==> src/rtl/clkgen_pkg.sv <==
// Constants shared by the clock generator controller
package clkgen_pkg;
  localparam logic [31:0] ADDR_CSR     = 32'h01B7C100;
  localparam logic [31:0] ADDR_MULT    = 32'h01B7C110;
  localparam logic [31:0] ADDR_PRE     = 32'h01B7C114;
  localparam logic [31:0] ADDR_CORE    = 32'h01B7C118;
  localparam logic [31:0] ADDR_BUS     = 32'h01B7C11C;
  localparam logic [31:0] ADDR_MEMIF   = 32'h01B7C120;
  localparam logic [31:0] ADDR_OSC     = 32'h01B7C124;
  localparam int          CSR_PATH_BIT = 0;
  localparam int          CSR_PDN_BIT  = 1;
  localparam int          CSR_RST_BIT  = 3;
  localparam int          CSR_STB_BIT  = 6;
  localparam int          DIV_EN_BIT   = 15;
  localparam int          FIELD_W      = 5;
  localparam logic [4:0]  MULT_MIN     = 5'h04;
  localparam logic [4:0]  MULT_MAX     = 5'h19;
  localparam logic [4:0]  MULT_RESET   = 5'h00;
  localparam logic [4:0]  PRE_RESET    = 5'h00;
  localparam logic [4:0]  CORE_RESET   = 5'h00;
  localparam logic [4:0]  BUS_RESET    = 5'h01;
  localparam logic [4:0]  MEMIF_RESET  = 5'h01;
  localparam logic [4:0]  OSC_RESET    = 5'h07;
  // Input settle count, chosen; longer than the 3750-cycle bench lock time
  localparam logic [11:0] STABLE_COUNT = 12'hFFF;
endpackage

==> src/rtl/clk_ratio_div.sv <==
// Glitch-free ratio divider producing a one-cycle tick every ratio+1 input ticks
`timescale 1ns/1ps
module clk_ratio_div
  import clkgen_pkg::*;
#(
  parameter logic [4:0] RESET_RATIO = 5'h00
)
(
  input  wire logic         clk,
  input  wire logic         rst_n,
  input  wire logic         ce,
  input  wire logic         tick_in,
  input  wire logic         enable,
  input  wire logic [4:0]   ratio,
  output logic              tick_out
);
  logic [4:0] count_r;
  logic [4:0] ratio_r;
  logic       wrap;

  assign wrap = (count_r == ratio_r);

  // Ratio reloads only at a period boundary or while disabled, so no runt pulse
  always_ff @(posedge clk or negedge rst_n)
  begin
    if (!rst_n)
    begin
      count_r  <= 5'h00;
      ratio_r  <= RESET_RATIO;
      tick_out <= 1'b0;
    end
    else if (ce)
    begin
      if (!enable)
      begin
        count_r  <= 5'h00;
        ratio_r  <= ratio;
        tick_out <= 1'b0;
      end
      else if (tick_in)
      begin
        count_r  <= wrap ? 5'h00 : count_r + 5'h01;
        ratio_r  <= wrap ? ratio : ratio_r;
        tick_out <= wrap;
      end
      else
      begin
        tick_out <= 1'b0;
      end
    end
  end
endmodule // clk_ratio_div

==> src/rtl/clkgen_ctrl.sv <==
// Loop controller registers and system clock dividers
`timescale 1ns/1ps
module clkgen_ctrl
  import clkgen_pkg::*;
(
  input  wire logic         clk,
  input  wire logic         rstn,
  input  wire logic         ce,
  input  wire logic         reg_wr,
  input  wire logic         reg_rd,
  input  wire logic [31:0]  reg_addr,
  input  wire logic [31:0]  reg_wdata,
  output logic [31:0]       reg_rdata,
  output logic              reg_rvalid,
  input  wire logic         pll_out_tick,
  output logic              pll_reset,
  output logic              pll_power_down,
  output logic              pll_path,
  output logic [4:0]        pll_mult,
  output logic              pll_mult_ok,
  output logic              pll_ref_tick,
  output logic              core_clock,
  output logic              peripheral_bus_clock,
  output logic              memory_if_clock,
  output logic              osc_clock_output
);
  logic [1:0]  rst_sync_r;
  logic        rst_n;
  logic [2:0]  pll_sync_r;
  logic [11:0] stable_cnt_r;
  logic        stable_r;
  logic        rst_bit_r;
  logic        pdn_bit_r;
  logic        path_r;
  logic [4:0]  mult_r;
  logic        mult_ok_r;
  logic [4:0]  ratio_r [0:4];
  logic        en_r    [0:4];
  logic        tick_q  [0:4];
  logic [31:0] rdata_r;
  logic        rvalid_r;
  logic        pll_tick;
  logic        ref_tick;
  logic        wr_csr;
  logic        wr_mult;
  logic [31:0] rd_mux;

  // Index of divider register, 7 when not a divider
  function automatic logic [2:0] div_index(input logic [31:0] a);
    case (a)
      ADDR_PRE:   div_index = 3'h0;
      ADDR_CORE:  div_index = 3'h1;
      ADDR_BUS:   div_index = 3'h2;
      ADDR_MEMIF: div_index = 3'h3;
      ADDR_OSC:   div_index = 3'h4;
      default:    div_index = 3'h7;
    endcase
  endfunction

  function automatic logic [31:0] div_word(input logic en, input logic [4:0] r);
    div_word = 32'h00000000;
    div_word[DIV_EN_BIT] = en;
    div_word[FIELD_W-1:0] = r;
  endfunction

  localparam logic [4:0] RESET_RATIOS [0:4] = '{PRE_RESET, CORE_RESET, BUS_RESET, MEMIF_RESET, OSC_RESET};

  assign rst_n   = rst_sync_r[1];
  assign wr_csr  = reg_wr && (reg_addr == ADDR_CSR);
  assign wr_mult = reg_wr && (reg_addr == ADDR_MULT);
  // Loop output edge seen on the settled copy only
  assign pll_tick = pll_sync_r[1] && !pll_sync_r[2];
  assign ref_tick = path_r ? pll_tick : 1'b1;

  always_comb
  begin
    rd_mux = 32'h00000000;
    if (reg_addr == ADDR_CSR)
    begin
      rd_mux[CSR_PATH_BIT] = path_r;
      rd_mux[CSR_PDN_BIT]  = pdn_bit_r;
      rd_mux[CSR_RST_BIT]  = rst_bit_r;
      rd_mux[CSR_STB_BIT]  = stable_r;
    end
    else if (reg_addr == ADDR_MULT)
      rd_mux[FIELD_W-1:0] = mult_r;
    else if (div_index(reg_addr) != 3'h7)
      rd_mux = div_word(en_r[div_index(reg_addr)], ratio_r[div_index(reg_addr)]);
  end

  always_ff @(posedge clk or negedge rstn)
  begin
    if (!rstn)
      rst_sync_r <= 2'b00;
    else
      rst_sync_r <= {rst_sync_r[0], 1'b1};
  end

  always_ff @(posedge clk or negedge rst_n)
  begin
    if (!rst_n)
    begin
      pll_sync_r   <= 3'b000;
      stable_cnt_r <= 12'h000;
      stable_r     <= 1'b0;
      rst_bit_r    <= 1'b1;
      pdn_bit_r    <= 1'b0;
      path_r       <= 1'b0;
      mult_r       <= MULT_RESET;
      mult_ok_r    <= 1'b0;
      rdata_r      <= 32'h00000000;
      rvalid_r     <= 1'b0;
    end
    else if (ce)
    begin
      pll_sync_r <= {pll_sync_r[1:0], pll_out_tick};
      if (stable_cnt_r != STABLE_COUNT)
        stable_cnt_r <= stable_cnt_r + 12'h001;
      stable_r <= (stable_cnt_r == STABLE_COUNT);
      if (wr_csr)
      begin
        rst_bit_r <= reg_wdata[CSR_RST_BIT];
        pdn_bit_r <= reg_wdata[CSR_PDN_BIT];
        path_r    <= reg_wdata[CSR_PATH_BIT];
      end
      if (wr_mult)
        mult_r <= reg_wdata[FIELD_W-1:0];
      // Reserved codes are kept but flagged for the analog loop
      mult_ok_r <= (mult_r >= MULT_MIN) && (mult_r <= MULT_MAX);
      rdata_r  <= reg_rd ? rd_mux : 32'h00000000;
      rvalid_r <= reg_rd;
    end
  end

  genvar g;
  generate
    for (g = 0; g < 5; g++)
    begin : g_div
      always_ff @(posedge clk or negedge rst_n)
      begin
        if (!rst_n)
        begin
          en_r[g]    <= 1'b1;
          ratio_r[g] <= RESET_RATIOS[g];
        end
        else if (ce && reg_wr && (div_index(reg_addr) == 3'(g)))
        begin
          en_r[g]    <= reg_wdata[DIV_EN_BIT];
          ratio_r[g] <= reg_wdata[FIELD_W-1:0];
        end
      end
    end
  endgenerate

  // Prescaler feeds only the loop reference; osc divider sees raw input ticks
  clk_ratio_div #(.RESET_RATIO(PRE_RESET)) u_pre (
    .clk(clk), .rst_n(rst_n), .ce(ce), .tick_in(1'b1), .enable(en_r[0]),
    .ratio(ratio_r[0]), .tick_out(tick_q[0]));
  clk_ratio_div #(.RESET_RATIO(CORE_RESET)) u_core (
    .clk(clk), .rst_n(rst_n), .ce(ce), .tick_in(ref_tick), .enable(en_r[1]),
    .ratio(ratio_r[1]), .tick_out(tick_q[1]));
  clk_ratio_div #(.RESET_RATIO(BUS_RESET)) u_bus (
    .clk(clk), .rst_n(rst_n), .ce(ce), .tick_in(ref_tick), .enable(en_r[2]),
    .ratio(ratio_r[2]), .tick_out(tick_q[2]));
  clk_ratio_div #(.RESET_RATIO(MEMIF_RESET)) u_memif (
    .clk(clk), .rst_n(rst_n), .ce(ce), .tick_in(ref_tick), .enable(en_r[3]),
    .ratio(ratio_r[3]), .tick_out(tick_q[3]));
  clk_ratio_div #(.RESET_RATIO(OSC_RESET)) u_osc (
    .clk(clk), .rst_n(rst_n), .ce(ce), .tick_in(1'b1), .enable(en_r[4]),
    .ratio(ratio_r[4]), .tick_out(tick_q[4]));

  assign reg_rdata            = rdata_r;
  assign reg_rvalid           = rvalid_r;
  assign pll_reset            = rst_bit_r;
  assign pll_power_down       = pdn_bit_r;
  assign pll_path             = path_r;
  assign pll_mult             = mult_r;
  assign pll_mult_ok          = mult_ok_r;
  assign pll_ref_tick         = tick_q[0];
  assign core_clock           = tick_q[1];
  assign peripheral_bus_clock = tick_q[2];
  assign memory_if_clock      = tick_q[3];
  assign osc_clock_output     = tick_q[4];

  // Enabled divider loads a new ratio only at wrap, so one tick must prove the reload
  logic bypass_div1;
  assign bypass_div1 = ce && !path_r && en_r[1] && (ratio_r[1] == 5'h00);
endmodule // clkgen_ctrl

==> config.mk <==
export PLATFORM = sky130hd
export DESIGN_NAME = clkgen_ctrl
export DESIGN_NICKNAME = d
export VERILOG_FILES = /design/src/rtl/clkgen_pkg.sv /design/src/rtl/clk_ratio_div.sv /design/src/rtl/clkgen_ctrl.sv
export SDC_FILE = /design/constraint.sdc
export NUM_CORES = 1
export LEC_CHECK = 0
export ABC_AREA = 1
export BUFFER_PORTS_ARGS = -buffer_cell sky130_fd_sc_hd__clkbuf_2
export CAP_MARGIN = 20
export CORE_MARGIN = 4
export CORE_UTILIZATION = 30
export DETAILED_ROUTE_END_ITERATION = 10
export GPL_TIMING_DRIVEN = 0
export PLACE_DENSITY_LB_ADDON = 0.12
export SYNTH_ARGS = -nofsm -noshare
export SYNTH_HDL_FRONTEND = slang
export SYNTH_SLANG_ARGS = --single-unit
==> constraint.sdc <==
create_clock -name clk -period 7.75 [get_ports clk]
set_input_delay 0.775 -clock clk [delete_from_list [all_inputs] [get_ports clk]]
set_output_delay 0.775 -clock clk [all_outputs]
set_load 0.01 [all_outputs]
==> metrics.md <==
| Metric | Value |
|---|---|
| Outcome | completed |
| Slew Limit Fails | 0 |
| Slew at the pin closest to its max-slew limit | 0.836 ns |
| Syn Inst Count | 743 |
| Via density | 4.25 |
| Max_cap viols | 0 |
| Antenna-violating nets left | 0 |
| Slew headroom | 44.3% |
| Worst EP required | 8.10 ns |
| CP cell instances | buf_2, clkbuf_1, nand2_1, inv_1, nand2_1, a41oi_1, nand2_1, nand2_1 |
| Ant. Diodes | 0 |
| Yosys reg bits | 120 |
| Avg Inst Size Synth | 8.39 um2 |
| Root buffer cell | clkbuf_16 |
| Async SR Flop Fraction | 100% |
| Final setup violation count | 0 |
| Initial Utilization | 30.6% |
| PortBufs | 64 |
| Clock Tree Buf Depth | 2 |
| Post-synth EDFFs | 0 |
| Register area share after synthesis | 48.5% |
| DP Area | 0.00701 mm2 |
| Wire length of the first global-routing pass | 25600 um |
| Yosys warnings | 0 |
| CTS tree | yes |
| Final non-filler cell area | 0.00761 mm2 |
| Die Wd | 152 um |
| First-pass detailed-route iteration total | 4 |
| Worst endpoint data arrival time | 2.50 ns |
| Worst vdd ir | 132 uV |
| Die ar. | 0.0232 mm2 |
| Worst clock skew | 0.00725 ns |
| Achievable Freq | 466 MHz |
| Row cnt | 52 |
| Period utilization | 27.7% |
| Number of global-route vias before repair | 4759 |
| Pin count of the biggest net entering global routing | 61 |
| Crit path max fanout | 10 |
| RSZ-0062 raised after global routing | false |
| Drt total wl | 15500 um |
| Biggest area consumer among synthesized cells | dfrtp_1 |
| Vias | 4820 |
| CP endpoint kind | register |
| Post-route DRC | 0 |
| Most numerous cell in the Yosys netlist | nand2_1 |
| Synth cell count leaders | 204 x nand2_1, 104 x dfrtp_1, 82 x inv_1 |
| # IOs | 117 |
| Pwr/cell area | 210 mW/mm2 |
| Synth Flop Type | dfrtp_1 |
| Final TNS setup | 0 ns |
| WL/cell | 13.7 um |
| Leakage | 3.86 nW |
| Clock buffer count from CTS | 17 |
| Worst-Skew Late Latency | 0.42 ns |
| Final Hold Viols | 0 |
| Post-CTS setup buffer count | 0 |
| DRT iter0 DRCs | 266 |
| HP Class | in -> async |
| Worst path slowest cell | clkbuf_1 |
| Initial antenna violation count | 0 |
| Core Footprint | 0.0204 mm2 |
| Post-CTS Resized | 0 |
| Critical path class | in -> reg |
| Nets | 927 |
| Die Height | 152 um |
| Tmin final | 2.15 ns |
| Crit path top cell by count | nand2_1 |
| Worst path max stage delay | 0.60 ns |
| Startpoint Class | input port |
| Filler cells | 2126 |
| CTS Hold Bufs | 0 |
| Hold_ws | 0.133 ns |
| H-tree depth | 4 |
| GRT Residual Overflow | 0 |
| Final GP Congestion | 0.771 |
| Power Total | 1.60 mW |
| Reg clk slew, reported paths | 0.05 ns |
| GRT Util Overall | 13.9% |
| CTS Sinks | 120 |
| P&R area growth vs syn | 22.1% |
| Share of layout cells above drive strength 1 | 21.8% |
| HPWL after DPL | 11400 um |
| Yosys top cell area share | 41.7% |
| Synth unique cells | 49 |
| Synth top area cells | dfrtp_1 42%, nand2_1 12%, dfstp_2 6.7% |
| Netlist Area Pre-Place | 0.00623 mm2 |
[metal layers]
metal,global-route usage [%],wire [um]
met1,19.5,7720
met2,21.3,7040
met3,3.35,575
met4,4.24,174
met5,0,0
[power by group]
part	switching, mW	leakage, nW	internal, mW	total, mW
logic	0.0694	1.98	0.0456	0.115
clock network	0.306	0.288	0.495	0.801
registers	0.0279	1.58	0.653	0.680
total	0.403	3.86	1.19	1.60
[critical path, delay by kind of cell]
family                 cells  cell delay, ns
buffers and inverters      3            1.00
AND/OR/NAND/NOR            4            0.54
AO/OA/AOI/OAI              1            0.18
[registers in the layout, summed over array words and instances, names as in the netlist, 2 cells and up]
register         count
u_pre.count_r        5
u_core.count_r       5
u_memif.ratio_r      5
rst_sync_r           2
u_osc.count_r        5
u_bus.ratio_r        5
u_bus.count_r        5
u_pre.ratio_r        5
pll_mult             5
pll_sync_r           3
u_memif.count_r      5
u_core.ratio_r       5
stable_cnt_r        12
reg_rdata            7
en_r                 5
u_osc.ratio_r        5
ratio_r             25
[stage by stage]
stage	instances	utilization [%]	setup WS, ns
floorplan	767	-	4.19
global placement	1101	34.3	2.41
detailed placement	1102	34.4	5.10
CTS	1134	37.4	5.56
global route	1134	37.4	5.42
finish	1134	37.4	5.60
[cell type report]
type	count	area (um2)	area share, %
Tap cell	270	338	4.44
Timing Repair Buffer	65	348	4.57
Multi-Input combinational cell	523	2710	35.6
Buffer	38	263	3.45
Sequential cell	120	3030	39.8
Inverter	86	329	4.32
Clock inverter	12	141	1.86
Clock buffer	20	457	6.00
[cells by family (layout without fill, tap and decap cells)]
logic type | count (synthesis) | after routing | synth area share [%]
and+or+nand+nor | 349 | 349 | 25.8
DFF | 120 | 120 | 48.5
buffers and inverters | 124 | 221 | 9.49
adders and majority gates | 6 | 6 | 1.20
xor gates and xnor gates | 41 | 41 | 5.76
other | 2 | 26 | 0.120
AOI/OAI and AO/OA | 101 | 101 | 9.13
[worst paths after layout]
path | cells past startpoint | end | slack, ns | startpoint
worst max register to register | 8 | u_bus.ratio_r[3]$_DFFE_PN0P_ | 5.71 | pll_path$_DFFE_PN0P_
min in group clk | 0 | rst_sync_r[1]$_DFF_PN0_ | 0.34 | rst_sync_r[0]$_DFF_PN0_
worst min register to register | 0 | rst_sync_r[1]$_DFF_PN0_ | 0.34 | rst_sync_r[0]$_DFF_PN0_
worst min-delay path | 1 | rst_sync_r[1]$_DFF_PN0_ | 0.13 | rstn
max in group asynchronous | 1 | ratio_r[10]$_DFFE_PN1P_ | 6.47 | rst_sync_r[1]$_DFF_PN0_
worst max-delay path | 8 | reg_rdata[15]$_DFFE_PN0P_ | 5.60 | ce
[layout by cell type, fill, tap and decap left out, types with 3 or more instances in the layout]
master     netlist  final
nand2_1        204    204
dfrtp_1        104    103
inv_1           82     82
clkbuf_2         0     64
nor2_1          60     60
o21ai_0         48     48
xor2_1          27     27
buf_4           26     26
conb_1           2     26
nand3_1         23     23
a21oi_1         20     20
clkbuf_16        0     17
dfstp_2         16     16
nand4_1         15     15
o21ai_1         15     15
xnor2_1         14     14
nor3_1           8      8
clkbuf_1         6      7
nand2_2          6      6
nand2_4          6      6
o21ai_2          6      6
ha_1             6      6
nor2_2           5      5
nor3b_1          5      5
inv_6            1      5
buf_2            4      4
nor2_4           4      4
clkbuf_8         1      3
clkinv_4         0      3
Note: power is estimated with default switching activity, not from simulation.
